### config.mk
export PLATFORM = sky130hd
export DESIGN_NAME = uart_status_and_frame_control
export DESIGN_NICKNAME = d
export VERILOG_FILES = /design/src/verilog/uart_pkg.sv /design/src/verilog/uart_baud_tick.sv /design/src/verilog/uart_status_and_frame_control.sv
export VERILOG_INCLUDE_DIRS = /design/src /design/src/verilog
export SDC_FILE = /design/constraint.sdc
export NUM_CORES = 1
export LEC_CHECK = 0
export ABC_AREA = 1
export BUFFER_PORTS_ARGS = -buffer_cell sky130_fd_sc_hd__buf_2
export CAP_MARGIN = 15
export CORE_MARGIN = 4
export CORE_UTILIZATION = 40
export DETAILED_ROUTE_END_ITERATION = 8
export GPL_TIMING_DRIVEN = 0
export MAX_ROUTING_LAYER = met4
export PLACE_DENSITY = 0.61
export REMOVE_ABC_BUFFERS = 1
export SLEW_MARGIN = 20
export SYNTH_ARGS = -nofsm -noshare
export SYNTH_HDL_FRONTEND = slang
export SYNTH_SLANG_ARGS = --single-unit
export TNS_END_PERCENT = 30
### constraint.sdc
create_clock -name clk -period 4 [get_ports clk]
set_input_delay 0 -clock clk [delete_from_list [all_inputs] [get_ports clk]]
set_output_delay 0 -clock clk [all_outputs]
set_load 0.005 [all_outputs]
### src/verilog/uart_cfg.svh
// Offsets, field positions, reset values and bit-time counts of the
// serial status and frame control block. Definitions only.
`ifndef UART_CFG_SVH
`define UART_CFG_SVH

// Register select codes on the CPU register port
`define REG_STATUS 2'h0
`define REG_CTRL1 2'h1
`define REG_CTRL2 2'h2
`define REG_DATA 2'h3

// Second control register field positions
`define C2_TXEN 7
`define C2_RXEN 6

// Reset values
`define CTRL1_RST 7'h00
`define CTRL2_RST 8'h00
`define FLAG_CLR 1'b0
`define FLAG_SET 1'b1
`define LINE_IDLE 12'hFFF

// Parity type codes
`define PAR_EVEN 2'h0
`define PAR_ODD 2'h1
`define PAR_MARK 2'h2

// Oversampling: sixteen ticks per bit, three samples mid-bit
`define OS_LAST 4'hF
`define SMP_FIRST 4'h7
`define SMP_LAST 4'h9

// Frame lengths in bit times
`define DATA8 4'h8
`define DATA9 4'h9
`define HEAD8 4'h9
`define HEAD9 4'hA
`define STOP1 4'h1
`define STOP2 4'h2
`define BREAK_BITS 4'hD

`endif

### src/verilog/uart_pkg.sv
// Types shared by the serial status and frame control block.
// Assumes the including files take constants from uart_cfg.svh.
package uart_pkg;

    typedef enum logic [1:0] {TX_IDLE, TX_SHIFT, TX_BREAK} tx_state_t;
    typedef enum logic [1:0] {RX_IDLE, RX_START, RX_BITS} rx_state_t;

    // First control register, ninth received bit excluded
    typedef struct packed {
        logic unit_en;
        logic len9;
        logic par_en;
        logic [1:0] par_type;
        logic brk;
        logic tx9;
    } ctrl1_t;

    // Second control register
    typedef struct packed {
        logic tx_en;
        logic rx_en;
        logic stops;
        logic addr_en;
        logic wake;
        logic rie;
        logic tiie;
        logic teie;
    } ctrl2_t;

endpackage

### src/verilog/uart_baud_tick.sv
// Rate divider giving a one-cycle tick every div+1 clocks.
// Assumes div is steady while run is high; run low clears the count.
`timescale 1ns/1ps
module uart_baud_tick #(
    parameter int W = 16
) (
    input logic clk,
    input logic rst,
    input logic run,
    input logic [W-1:0] div,
    output logic tick
);
    logic [W-1:0] cnt_q;

    // Count up to div, pulse, wrap
    always_ff @(posedge clk) begin
        if (rst || !run) begin
            cnt_q <= '0;
            tick <= 1'b0;
        end else if (cnt_q >= div) begin
            cnt_q <= '0;
            tick <= 1'b1;
        end else begin
            cnt_q <= cnt_q + W'(1);
            tick <= 1'b0;
        end
    end
endmodule

### src/verilog/uart_status_and_frame_control.sv
// Status flags, first control register and frame engines of a serial unit.
// Assumes a CPU port with one-cycle read and write strobes and a
// sixteen-times-bit-rate divisor supplied from outside.
`timescale 1ns/1ps
`include "uart_cfg.svh"
// Behaviour
// - Status flags are read only; status writes change nothing.
// - With parity on, a parity mismatch sets the parity error flag.
// - Parity error clears on status read then data access.
// - Noise flag sets with data available, never on an overrun.
// - Framing error sets on bad stop; clears on read-then-access.
// - Overflow sets overrun and blocks further stores until cleared.
// - Receiver idle is low from start detect to stop completion.
// - Data available sets at trigger level with that word's errors.
// - Data available clears after status read, data read, empty buffer.
// - Transmitter idle sets when empty and nothing sent; line high.
// - Transmitter idle clears on status read then data write.
// - Transmit empty sets on move to shifter; clears read-then-write.
// - Turning the transmitter on sets transmit empty.
// - Unit off floats pins, drops buffers, resets the rate counter.
// - Unit off clears enables, break, data flags; sets idle flags.
// - Unit off aborts transfers; on again keeps settings, but transmit and receive enables stay off.
// - Length bit picks 8 or 9 data bits; ninth bits stored.
// - Parity takes the top data bit and is not stored on receive.
// - Parity type: even, odd, constant one, constant zero.
// - Break drives low after buffered data, at least 13 bit times.
// - Received ninth bit read only; transmitted ninth write only.
// - Characters go out and come in least significant bit first.
// - One stop bit or two, by the stop select bit.
module uart_status_and_frame_control #(
    parameter int FIFO_DEPTH = 4,
    parameter int RX_TRIGGER = 1,
    parameter int DIV_W = 16
) (
    input logic clk,
    input logic rst,
    input logic [1:0] reg_sel,
    input logic reg_rd,
    input logic reg_wr,
    input logic [7:0] reg_wdata,
    output logic [7:0] reg_rdata,
    input logic [DIV_W-1:0] baud_div,
    input logic receive_pin,
    output logic transmit_pin,
    output logic transmit_pin_oe,
    output logic rx_irq
);
    localparam int PW = $clog2(FIFO_DEPTH);

    uart_pkg::ctrl1_t c1_q;
    uart_pkg::ctrl2_t c2_q;
    uart_pkg::tx_state_t tx_st_q;
    uart_pkg::rx_state_t rx_st_q;
    logic perr_q, nf_q, fe_q, oe_q, rxif_q, tidle_q, txif_q;
    logic armed_q, seen_rxif_q, seen_txif_q, seen_tidle_q;
    logic [7:0] tx_buf_q;
    logic tx_full_q;
    logic [11:0] tx_sh_q, tx_frame;
    logic [3:0] tx_bits_q, tx_os_q, tx_len;
    logic [8:0] rx_sh_q, rx_word;
    logic [3:0] rx_os_q, rx_idx_q, nbits;
    logic [2:0] smp_q;
    logic nacc_q;
    logic [8:0] fifo_q [FIFO_DEPTH];
    logic [PW-1:0] wp_q, rp_q;
    logic [PW:0] cnt_q, cnt_d;
    logic tick, active, st_rd, dat_rd, dat_wr, dat_acc, seq_clr;
    logic txen_set, move, tx_par, bit_end, rx_bit, rx_noisy;
    logic rx_done, rx_pe, full, push, pop, ridle;
    logic [7:0] status;

    function automatic logic par_bit(input logic [1:0] t,
                                     input logic [7:0] d);
        case (t)
            `PAR_EVEN: par_bit = ^d;
            `PAR_ODD: par_bit = ~^d;
            `PAR_MARK: par_bit = 1'b1;
            default: par_bit = 1'b0;
        endcase
    endfunction

    // Shared rate divider, held clear while the unit is off
    uart_baud_tick #(.W(DIV_W)) u_tick (
        .clk(clk),
        .rst(rst),
        .run(active),
        .div(baud_div),
        .tick(tick)
    );

    // Access decode
    assign active = c1_q.unit_en;
    assign st_rd = reg_rd && reg_sel == `REG_STATUS;
    assign dat_rd = reg_rd && reg_sel == `REG_DATA;
    assign dat_wr = reg_wr && reg_sel == `REG_DATA;
    assign dat_acc = dat_rd || dat_wr;
    assign seq_clr = armed_q && dat_acc;
    assign txen_set = reg_wr && reg_sel == `REG_CTRL2 && active
                      && reg_wdata[`C2_TXEN] && !c2_q.tx_en;
    assign nbits = c1_q.len9 ? `DATA9 : `DATA8;
    assign ridle = rx_st_q == uart_pkg::RX_IDLE;
    assign status = {perr_q, nf_q, fe_q, oe_q, ridle, rxif_q, tidle_q,
                     txif_q};
    assign rx_irq = c2_q.rie && (rxif_q || oe_q);

    // Transmit frame: start low, data LSB first, parity on top, stops high
    assign tx_par = par_bit(c1_q.par_type, c1_q.len9 ? tx_buf_q
                            : {1'b0, tx_buf_q[6:0]});
    always_comb begin
        if (c1_q.len9) begin
            tx_frame = {2'b11, c1_q.par_en ? tx_par : c1_q.tx9, tx_buf_q,
                        1'b0};
            tx_len = `HEAD9 + (c2_q.stops ? `STOP2 : `STOP1);
        end else begin
            tx_frame = {3'b111, c1_q.par_en ? tx_par : tx_buf_q[7],
                        tx_buf_q[6:0], 1'b0};
            tx_len = `HEAD8 + (c2_q.stops ? `STOP2 : `STOP1);
        end
    end

    // Receive decode: majority of three samples, noise on disagreement
    assign bit_end = tick && rx_os_q == `OS_LAST;
    assign rx_bit = (smp_q[0] & smp_q[1]) | (smp_q[1] & smp_q[2])
                    | (smp_q[0] & smp_q[2]);
    assign rx_noisy = !(&smp_q) && (|smp_q);
    assign rx_done = rx_st_q == uart_pkg::RX_BITS && bit_end
                     && rx_idx_q == nbits;
    assign rx_pe = c1_q.par_en && rx_sh_q[8] != par_bit(c1_q.par_type,
                   c1_q.len9 ? rx_sh_q[7:0] : {1'b0, rx_sh_q[7:1]});
    assign rx_word = c1_q.len9 ? {rx_sh_q[8] & !c1_q.par_en, rx_sh_q[7:0]}
                   : {1'b0, rx_sh_q[8] & !c1_q.par_en, rx_sh_q[7:1]};
    assign full = cnt_q == (PW+1)'(FIFO_DEPTH);
    assign push = rx_done && !full && !oe_q;
    assign pop = dat_rd && cnt_q != '0;
    assign cnt_d = cnt_q + (PW+1)'(push) - (PW+1)'(pop);
    assign move = tx_st_q == uart_pkg::TX_IDLE && tx_full_q && active
                  && c2_q.tx_en;

    // Register read port, registered
    always_ff @(posedge clk) begin
        if (rst) begin
            reg_rdata <= 8'h00;
        end else if (reg_rd) begin
            case (reg_sel)
                `REG_STATUS: reg_rdata <= status;
                `REG_CTRL1: reg_rdata <= {c1_q[6:1], fifo_q[rp_q][8],
                                          1'b0};
                `REG_CTRL2: reg_rdata <= c2_q;
                default: reg_rdata <= fifo_q[rp_q][7:0];
            endcase
        end
    end

    // First control register; status writes fall through untouched
    always_ff @(posedge clk) begin
        if (rst) begin
            c1_q <= `CTRL1_RST;
        end else if (reg_wr && reg_sel == `REG_CTRL1) begin
            c1_q <= {reg_wdata[7:3], reg_wdata[2] & reg_wdata[7],
                     reg_wdata[0]};
        end else if (!active) begin
            c1_q.brk <= 1'b0;
        end
    end

    // Second control register; enables drop while the unit is off
    always_ff @(posedge clk) begin
        if (rst) begin
            c2_q <= `CTRL2_RST;
        end else if (!active) begin
            c2_q.tx_en <= 1'b0;
            c2_q.rx_en <= 1'b0;
        end else if (reg_wr && reg_sel == `REG_CTRL2) begin
            c2_q <= reg_wdata;
        end
    end

    // Read-then-access sequence tracker
    always_ff @(posedge clk) begin
        if (rst || !active) begin
            armed_q <= 1'b0;
            seen_rxif_q <= 1'b0;
            seen_txif_q <= 1'b0;
            seen_tidle_q <= 1'b0;
        end else if (st_rd) begin
            armed_q <= 1'b1;
            seen_rxif_q <= rxif_q;
            seen_txif_q <= txif_q;
            seen_tidle_q <= tidle_q;
        end else if (dat_acc) begin
            armed_q <= 1'b0;
        end
    end

    // Receive error flags; a new error beats a clear in the same cycle
    always_ff @(posedge clk) begin
        if (rst || !active) begin
            {perr_q, nf_q, fe_q, oe_q} <= 4'h0;
        end else begin
            if (seq_clr)
                {perr_q, nf_q, fe_q, oe_q} <= 4'h0;
            if (push && rx_pe)
                perr_q <= 1'b1;
            if (push && (nacc_q || rx_noisy))
                nf_q <= 1'b1;
            if (push && !rx_bit)
                fe_q <= 1'b1;
            if (rx_done && full)
                oe_q <= 1'b1;
        end
    end

    // Data available flag
    always_ff @(posedge clk) begin
        if (rst || !active)
            rxif_q <= `FLAG_CLR;
        else if (push && cnt_d >= (PW+1)'(RX_TRIGGER))
            rxif_q <= `FLAG_SET;
        else if (seq_clr && seen_rxif_q && dat_rd && cnt_d == '0)
            rxif_q <= `FLAG_CLR;
    end

    // Transmit empty and transmitter idle flags
    always_ff @(posedge clk) begin
        if (rst || !active) begin
            txif_q <= `FLAG_SET;
            tidle_q <= `FLAG_SET;
        end else begin
            if (seq_clr && dat_wr && seen_txif_q)
                txif_q <= `FLAG_CLR;
            if (move || txen_set)
                txif_q <= `FLAG_SET;
            if (seq_clr && dat_wr && seen_tidle_q)
                tidle_q <= `FLAG_CLR;
            if (txif_q && tx_st_q == uart_pkg::TX_IDLE && !tx_full_q
                && !c1_q.brk && !dat_wr)
                tidle_q <= `FLAG_SET;
        end
    end

    // One-byte transmit buffer, emptied when the unit or sender is off
    always_ff @(posedge clk) begin
        if (rst) begin
            tx_buf_q <= 8'h00;
            tx_full_q <= 1'b0;
        end else if (!active || !c2_q.tx_en) begin
            tx_full_q <= 1'b0;
        end else if (dat_wr) begin
            tx_buf_q <= reg_wdata;
            tx_full_q <= 1'b1;
        end else if (move) begin
            tx_full_q <= 1'b0;
        end
    end

    // Transmit engine: frames, then break once the buffer is empty
    always_ff @(posedge clk) begin
        if (rst || !active || !c2_q.tx_en) begin
            tx_st_q <= uart_pkg::TX_IDLE;
            tx_sh_q <= `LINE_IDLE;
            tx_bits_q <= 4'h0;
            tx_os_q <= 4'h0;
        end else begin
            case (tx_st_q)
                uart_pkg::TX_IDLE: begin
                    tx_os_q <= 4'h0;
                    if (move) begin
                        tx_sh_q <= tx_frame;
                        tx_bits_q <= tx_len;
                        tx_st_q <= uart_pkg::TX_SHIFT;
                    end else if (c1_q.brk) begin
                        tx_sh_q <= 12'h000;
                        tx_bits_q <= 4'h0;
                        tx_st_q <= uart_pkg::TX_BREAK;
                    end
                end
                uart_pkg::TX_SHIFT: if (tick) begin
                    tx_os_q <= tx_os_q + 4'h1;
                    if (tx_os_q == `OS_LAST) begin
                        tx_sh_q <= {1'b1, tx_sh_q[11:1]};
                        tx_bits_q <= tx_bits_q - 4'h1;
                        if (tx_bits_q == 4'h1)
                            tx_st_q <= uart_pkg::TX_IDLE;
                    end
                end
                uart_pkg::TX_BREAK: if (tick) begin
                    tx_os_q <= tx_os_q + 4'h1;
                    if (tx_os_q == `OS_LAST) begin
                        if (tx_bits_q != `BREAK_BITS) begin
                            tx_bits_q <= tx_bits_q + 4'h1;
                        end else if (!c1_q.brk) begin
                            tx_sh_q <= `LINE_IDLE;
                            tx_st_q <= uart_pkg::TX_IDLE;
                        end
                    end
                end
                default: tx_st_q <= uart_pkg::TX_IDLE;
            endcase
        end
    end

    // Pins float unless unit and transmitter are on
    assign transmit_pin = tx_sh_q[0];
    assign transmit_pin_oe = active && c2_q.tx_en;

    // Receive engine: sixteen ticks per bit, samples mid-bit
    always_ff @(posedge clk) begin
        if (rst || !active || !c2_q.rx_en) begin
            rx_st_q <= uart_pkg::RX_IDLE;
            rx_os_q <= 4'h0;
            rx_idx_q <= 4'h0;
            rx_sh_q <= 9'h000;
            smp_q <= 3'h7;
            nacc_q <= 1'b0;
        end else begin
            case (rx_st_q)
                uart_pkg::RX_IDLE: begin
                    rx_os_q <= 4'h0;
                    if (!receive_pin)
                        rx_st_q <= uart_pkg::RX_START;
                end
                uart_pkg::RX_START, uart_pkg::RX_BITS: if (tick) begin
                    rx_os_q <= rx_os_q + 4'h1;
                    if (rx_os_q >= `SMP_FIRST && rx_os_q <= `SMP_LAST)
                        smp_q <= {smp_q[1:0], receive_pin};
                    if (rx_os_q == `OS_LAST) begin
                        if (rx_st_q == uart_pkg::RX_START) begin
                            nacc_q <= rx_noisy;
                            rx_idx_q <= 4'h0;
                            rx_st_q <= rx_bit ? uart_pkg::RX_IDLE
                                     : uart_pkg::RX_BITS;
                        end else if (rx_idx_q == nbits) begin
                            rx_st_q <= uart_pkg::RX_IDLE;
                        end else begin
                            rx_sh_q <= {rx_bit, rx_sh_q[8:1]};
                            rx_idx_q <= rx_idx_q + 4'h1;
                            nacc_q <= nacc_q | rx_noisy;
                        end
                    end
                end
                default: rx_st_q <= uart_pkg::RX_IDLE;
            endcase
        end
    end

    // Receive buffer pointers and fill count
    always_ff @(posedge clk) begin
        if (rst || !active || !c2_q.rx_en) begin
            wp_q <= '0;
            rp_q <= '0;
            cnt_q <= '0;
        end else begin
            if (push)
                wp_q <= wp_q + PW'(1);
            if (pop)
                rp_q <= rp_q + PW'(1);
            cnt_q <= cnt_d;
        end
    end

    // Receive buffer storage, ninth bit kept per word
    always_ff @(posedge clk) begin
        if (push)
            fifo_q[wp_q] <= rx_word;
    end

    chk_unit_off_flags: assert property (@(posedge clk) disable iff (rst)
        !active |=> txif_q && tidle_q && !rxif_q && !oe_q && !perr_q)
        else $error("flags not reset while unit off");
    chk_pin_float: assert property (@(posedge clk) disable iff (rst)
        !active |-> !transmit_pin_oe)
        else $error("transmit pin driven while unit off");
    chk_break_low: assert property (@(posedge clk) disable iff (rst)
        tx_st_q == uart_pkg::TX_BREAK |-> !transmit_pin)
        else $error("line not low during break");
    chk_break_min: assert property (@(posedge clk) disable iff (rst)
        tx_st_q == uart_pkg::TX_BREAK && tx_bits_q < 4'hD && active
        && c2_q.tx_en |=> tx_st_q == uart_pkg::TX_BREAK)
        else $error("break ended before thirteen bit times");
    chk_idle_line_high: assert property (@(posedge clk) disable iff (rst)
        tx_st_q == uart_pkg::TX_IDLE && active |-> transmit_pin)
        else $error("line not high while transmitter idle");
    chk_txen_empty: assert property (@(posedge clk) disable iff (rst)
        txen_set |=> txif_q)
        else $error("transmit empty not set on enable");
    chk_move_empty: assert property (@(posedge clk) disable iff (rst)
        move ##1 active |-> txif_q ##0
        tx_st_q == uart_pkg::TX_SHIFT)
        else $error("move did not set empty or start frame");
    chk_tidle_clear: assert property (@(posedge clk) disable iff (rst)
        seq_clr && dat_wr && seen_tidle_q && active |=> !tidle_q)
        else $error("transmitter idle kept after clear sequence");
    chk_overrun_block: assert property (@(posedge clk) disable iff (rst)
        oe_q |-> !push)
        else $error("store while overrun pending");
    chk_noise_overrun: assert property (@(posedge clk) disable iff (rst)
        rx_done && full && active
        |=> nf_q == ($past(nf_q) && !$past(seq_clr)))
        else $error("noise flag changed on overrun");
    chk_rxif_trigger: assert property (@(posedge clk) disable iff (rst)
        push && cnt_d >= (PW+1)'(RX_TRIGGER) && active
        |=> rxif_q && (perr_q || !$past(rx_pe)))
        else $error("data available or error late");
    chk_seq_clear: assert property (@(posedge clk) disable iff (rst)
        seq_clr && !push |=> !perr_q && !nf_q && !fe_q
        && (!oe_q || $past(rx_done)))
        else $error("error flags kept after clear sequence");
    chk_rx_busy: assert property (@(posedge clk) disable iff (rst)
        rx_st_q == uart_pkg::RX_IDLE && active && c2_q.rx_en
        && !receive_pin |=> !status[3])
        else $error("receiver idle after start detect");
endmodule
==> reports/qor.yml, run 1 <==
logic_synthesis:
  synth_edf_count: 36
  avgSynthCellArea_um2: 7.65
  synthCells: 987
  yosysWarnings: 0
  yosysUniqueCellTypes: 47
  ys_ff_latch: 150
  synthArstFlopShare_pct: 0
  synthFlopType: "dfxtp_1"
  netlist_area_um2: 7550
  synth.yosys.seq_area_share_pct: 44.6
pwr:
  peakVddDrop_mv: 0.273
  power_density_nw_per_um2: 375
  leakagePower_uw: 0.00345
floorplanning:
  start_util_pct: 41.3
  io_pins: 42
  core_area_um2: 18300
  die_w_um: 145
  fp.dieH_um: 145
  core.rowCount: 49
  dieArea_um2: 21100
route:
  first_pass_iters: 5
  drtIter0Drc: 304
  drc: 0
  wirelength_mm: 16.5
  dr_total_vias: 6337
  viasPerCell: 4.96
  drtAntennaViolNets: 0
  routedWlPerCell_um: 12.9
final_layout:
  n_antenna_cell: 0
  synthToLayoutAreaGrowth_pct: 14.2
  instances_no_fill: 1278
  nNetsFinal: 1107
  layout-drive-gt1-share_pct: 9.63
  n_fill_cell: 1802
placement:
  placedCellCount: 1233
  portBuffers: 41
  place_congestion: 0.802
  dp_hpwl_mm: 11.9
global_routing:
  grt_antenna_before_repair: 0
  grt_pass1_vias: 6010
  overflow: 0
  grt_start_max_net_pins: 28
  track_usage_pct: 16.7
  grt_pass1_wl_mm: 28.7
  grt_busiest_layer: "met2"
  met3_usage_pct: 3.08
  grtUsageMet1_pct: 21.5
  met2_usage_pct: 26.5
min_path:
  hold_class: "in2reg"
cts:
  cts_resized: 0
  cts_tree: "built"
  cts_setup_buffers: 0
  clk_latency_ns: 0.43
  cts_buffer_depth: 2
  clk_pin_slew_ns: 0.06
  root_buffer: "clkbuf_16"
  h-tree-depth: 4
  cts_buffers: 17
  cts_sinks: 150
setup_path:
  critPathKind: "reg2reg"
  cp-start-kind: "register"
  arrival_ns: 3.62
  cp_max_fo: 23
  cp-end-kind: "register"
  cp.required_ns: 4.29
flow_run:
  drv_cap: 0
sta:
  min_period_ns: 3.33
  hold_violations: 0
  tns_ns: 0
  fin_crit_sh_pct: 83.3
  fmax_mhz: 300
  setup_viol: 0
  slew_violations: 0
  worst_pin_slew_ns: 0.977
  fin_skew_ns: 0.0129
  hold_slack_ns: 0.0272
  rsz0062_at_grt: "false"
  relSlewSlack_pct: 34.6
outcome:
  outcome: "complete, no violations"
## logic make-up (layout without fill, tap and decap cells)
| group | Yosys count | after routing | synth area share [%] |
|---|---|---|---|
| compound gates | 235 | 235 | 16.8 |
| xor+xnor | 11 | 11 | 1.28 |
| fa+ha+maj | 40 | 40 | 6.73 |
| buf+inv | 170 | 232 | 9.07 |
| flops | 150 | 150 | 44.6 |
| simple gates | 381 | 381 | 21.6 |
## power breakdown
group	internal [uW]	switching (uW)	leakage [uW]	total (uW)
Sequential	1550	9.99	0.00117	1560
Clock	918	647	0.000271	1560
Combinational	44.7	63.9	0.00201	109
## per-layer routing
metal,wire [um],share of wire (%)
met1,8200,50
met2,7400,45
met3,571,3.5
met4,301,1.8
met5,0,0
## flip-flops by register name (all words and copies together), names as in the netlist, 2 cells and up, named ones only
register / cells
tx_buf_q: 8
c1_q: 6
rx_sh_q: 9
rx_os_q: 4
u_tick.cnt_q: 16
reg_rdata: 8
rx_idx_q: 4
c2_q: 8
tx_os_q: 4
smp_q: 3
cnt_q: 3
wp_q: 2
rp_q: 2
tx_sh_q: 12
tx_st_q: 2
rx_st_q: 2
tx_bits_q: 4
fifo_q: 36
## layout make-up
cell class	instances	area (um^2)	area share [%]
clock buffer	17	425	4.94
clock inverter	15	153	1.77
inverter	146	548	6.36
multi-input combinational	667	3510	40.7
sequential	150	3360	39.0
tap	229	287	3.32
timing repair buffer	54	335	3.89
## cells in the mapped netlist, types with 9 or more instances
cell	n	area share, %
nand2_1	204	10
nor2_1	85	4.2
nand3_1	44	2.9
o21ai_0	103	6.8
nor3_1	9	0.60
ha_1	39	6.5
dfxtp_1	114	30
clkbuf_1	11	0.55
a21oi_1	93	6.2
o22ai_1	9	0.75
inv_1	140	7.0
edfxtp_1	36	14
## through the flow
stage,setup slack (ns),power [uW],cell area [um^2],utilization [%]
2_1_floorplan,1.25,1650,7410,-
3_3_place_gp,0.544,1690,7900,43.3
3_5_place_dp,0.653,1690,7910,43.3
4_1_cts,0.611,3270,8610,47.1
5_1_grt,0.310,3350,8620,47.2
6_report,0.668,3240,8620,47.2
## timing repair
item / CTS / global route
hold buffers: 13 / 0
endpoints found under the setup margin: 0 / 0
hold endpoints to repair: 30 / 0
## cell usage in the layout, fill, tap and decap left out, drive strengths merged, types with 6 or more instances in the layout
cell,n
nand2,211
inv,146
dfxtp,114
o21ai,105
a21oi,94
nor2,91
nand3,50
buf,41
ha,39
edfxtp,36
clkbuf,17
dlygate4sd3,13
nor3,10
o22ai,9
clkinv,9
a211oi,8
nand4,7
xnor2,6
a31oi,6
## worst paths after layout
check / slack, ns / to / startpoint / depth (start not counted)
setup / recovery: 0.67 / rxif_q$_SDFFE_PP0P_ / c1_q[5]$_SDFFE_PP0P_ / 10
hold / removal: 0.03 / c2_q[0]$_SDFFE_PP0P_ / reg_wr / 5
setup reg to reg: 0.67 / rxif_q$_SDFFE_PP0P_ / c1_q[5]$_SDFFE_PP0P_ / 10
hold reg to reg: 0.46 / seen_tidle_q$_SDFFE_PP0P_ / seen_tidle_q$_SDFFE_PP0P_ / 2
## critical path: stages (launching register included)
cell	delay (ns)
dfxtp_1	0.96
xnor2_1	0.19
nand2_1	0.14
nor2_1	0.16
nand2_1	0.27
ha_1	0.38
inv_1	0.04
ha_1	0.18
fa_1	0.46
nor4_1	0.33
a211oi_1	0.07
No activity file was read; power rests on OpenSTA's default activity.
==> inputs of run 2 (changes only) <==
- ABC_AREA: 1 -> 0
- PLACE_DENSITY: 0.61 -> 0.63
- clock period: 4 -> 2.7 ns (I/O delays scaled with it)
==> reports/qor.yml, run 2 <==
outcome:
  outcome: "complete, but fails checks"
  violations: "negative setup slack"
placement:
  post-place-ws_ns: -1.17  # -1.82 ns
  dp_hpwl_mm: 10.9  # -7.7%
  place_congestion: 0.813  # +1.4%
  portBuffers: 41  # unchanged
  dpl-instance-area_um2: 7750  # -1.9%
final_layout:
  layout-drive-gt1-share_pct: 15.5  # +5.9 points
  final_common_cell: "nor2_1"
  n_antenna_cell: 0  # unchanged
  reg_top3: "fifo_q (36), u_tick.cnt_q (16), tx_sh_q (12)"
  final_cell_mix: "nor2_1 (114), dfxtp_1 (109), nand2_1 (53), mux2i_1 (49)"
  top_register: "fifo_q"
  largest_reg_flops: 36  # unchanged
  nNetsFinal: 889  # -20%
  synthToLayoutAreaGrowth_pct: 16.2
  stdcell_area_um2: 8640  # +0.25%
setup_path:
  critPathKind: "reg2reg"
  cp-end-kind: "register"
  arrival_ns: 3.09  # -0.53 ns
  cp_max_fo: 2  # -91%
  cp.required_ns: 3.00  # -1.29 ns
  cp-start-kind: "register"
global_routing:
  grt_start_max_net_pins: 34  # +21%
  track_usage_pct: 16.7  # -0.065 points
  grt_pass1_vias: 5335  # -11%
  grt_pass1_wl_mm: 26.8  # -6.7%
  overflow: 0  # unchanged
  grt_antenna_before_repair: 0  # unchanged
sta:
  fin_crit_sh_pct: 103  # +20 points
  hold_slack_ns: 0.0727  # +0.0455 ns
  setup_ws_ns: -0.0930  # -0.761 ns
  slew_violations: 0  # unchanged
  fin_skew_ns: 0.00785  # -0.00508 ns
  rsz0062_at_grt: "true"
  setup_viol: 1  # +1
  fmax_mhz: 358  # +19%
  min_period_ns: 2.79  # -0.539 ns
  hold_violations: 0  # unchanged
  worst_pin_slew_ns: 0.947  # -0.0302 ns
  relSlewSlack_pct: 36.8  # +2.1 points
cts:
  clk_pin_slew_ns: 0.06  # about the same
  root_buffer: "clkbuf_16"
  h-tree-depth: 4  # unchanged
  clk_latency_ns: 0.42  # about the same
  cts_buffer_depth: 2  # unchanged
  cts_tree: "built"
  cts_sinks: 150  # unchanged
  cts_buffers: 17  # unchanged
floorplanning:
  fp.dieH_um: 144  # -0.69%
  die_w_um: 144  # -0.69%
  io_pins: 42  # unchanged
  start_util_pct: 41.0  # -0.33 points
  core.rowCount: 49  # unchanged
  core_area_um2: 18100  # -0.67%
  dieArea_um2: 20800  # -1.4%
route:
  drc: 0  # unchanged
  first_pass_iters: 5  # unchanged
  drtIter0Drc: 394  # +30%
  routedWlPerCell_um: 15.2  # +18%
  wirelength_mm: 16.1  # -2.0%
  dr_total_vias: 5516  # -13%
  drtAntennaViolNets: 0  # unchanged
  viasPerCell: 5.20  # +4.9%
logic_synthesis:
  synthArstFlopShare_pct: 0  # unchanged
  synth.yosys.seq_area_share_pct: 45.2  # +0.66 points
  synth.most_common_cell: "nor2_1"
  synth_edf_count: 36  # unchanged
  yosysWarnings: 0  # unchanged
  yosys.area.top_type_share_pct: 30.7  # +0.45 points
  synth_common_cells: "nor2_1 (116), dfxtp_1 (114), nand2_1 (54)"
  avgSynthCellArea_um2: 9.67  # +26%
  ys_top_cells_by_area: "dfxtp_1 (31%), edfxtp_1 (15%), mux2i_1 (6.6%)"
  yosysUniqueCellTypes: 63  # +34%
  netlist_area_um2: 7440  # -1.5%
  ys_ff_latch: 150  # unchanged
  synthFlopType: "dfxtp_1"
  synthCells: 769  # -22%
  yosysTopAreaCell: "dfxtp_1"
flow_run:
  drv_cap: 0  # unchanged
min_path:
  hold_class: "in2reg"
pwr:
  leakagePower_uw: 0.00334  # -3.4%
  power_density_nw_per_um2: 560  # +49%
  peakVddDrop_mv: 0.324  # +19%
-- run 2: cell types whose count changed after synthesis, sizes merged, moves of 13 or more --
| cell | change |
|---|---|
| nand2 | -157 |
| inv | -99 |
| o21ai | -80 |
| a21oi | -50 |
| mux2i | +49 |
| nor2 | +26 |
| nand3 | -22 |
| xnor2 | +14 |
| o211ai | +13 |
-- run 2: repair_timing --
action	in CTS	in global routing
buffers inserted	15	0
resized for setup	20	3
pin swaps	7	0
hold endpoints to repair	27	0
hold buffers	10	0
endpoints found under the setup margin	40	5
-- run 2: logic make-up (layout without fill, tap and decap cells) --
| kind of cell | Yosys count | in the layout | synth area share, % |
|---|---|---|---|
| AND/OR/NAND/NOR | 264 | 264 | 16.5 |
| flip-flops | 150 | 150 | 45.2 |
| AO/OA/AOI/OAI | 129 | 129 | 11.0 |
| buffers and inverters | 81 | 143 | 4.69 |
| multiplexers | 68 | 68 | 11.0 |
| adder cells (fa/ha/maj) | 41 | 41 | 6.97 |
| XOR/XNOR | 36 | 36 | 4.61 |
-- run 2: where the power goes --
group	switching, uW	leakage, uW	internal [uW]
Sequential	10.5	0.00117	2300
Clock	932	0.000287	1440
Combinational	87.7	0.00188	69.0
-- run 2: area by class of cell --
class | instances | area (um^2)
multi-input cells | 538 | 3790
fillers | 1692 | 9510
inverters | 44 | 165
clock inverters | 10 | 120
flip-flops and latches | 150 | 3380
clock buffers | 22 | 474
well taps | 229 | 287
repair buffers | 67 | 425
-- run 2: path summary, 6_finish.rpt --
check / cells after the start / slack [ns] / endpoint / startpoint
worst min register to register: 2 / 0.45 / fe_q$_SDFFE_PP0P_ / fe_q$_SDFFE_PP0P_
worst min-delay path: 3 / 0.07 / reg_rdata[0]$_SDFFE_PP0P_ / reg_rd
worst max register to register: 13 / -0.09 / rxif_q$_SDFFE_PP0P_ / rx_idx_q[0]$_SDFFE_PP0P_
worst max-delay path: 13 / -0.09 / rxif_q$_SDFFE_PP0P_ / rx_idx_q[0]$_SDFFE_PP0P_
-- run 2: worst max-delay path: stages (launching register included) --
cell	delay, ns
dfxtp_4	0.35
xnor2_2	0.17
and3_4	0.20
and3_4	0.18
nor3b_4	0.21
inv_1	0.07
ha_1	0.27
inv_1	0.03
ha_1	0.19
fa_2	0.34
xnor2_1	0.14
xnor2_1	0.14
a2111oi_1	0.31
nor2_1	0.07
-- run 2: per-layer routing --
layer	GRT usage, %	share of wire (%)	routed length [um]	vias up
li1	-	-	-	2788
met1	22.3	49	7980	2625
met2	25.7	46	7480	79
met3	2.74	2.4	388	24
met4	5.94	1.7	282	0
met5	-	0	0	-
-- run 2: metrics by stage --
step                utilization [%]  TNS, ns  cells  total power [uW]
finish                         47.6  -0.0930   1060              4840
global route                   47.6   -0.301   1060              5000
CTS                            47.6  -0.0614   1060              4880
detailed placement             42.7   -10.45   1003              2500
global placement               42.7    -8.45   1002              2500
floorplan                         -   -0.923    732              2420
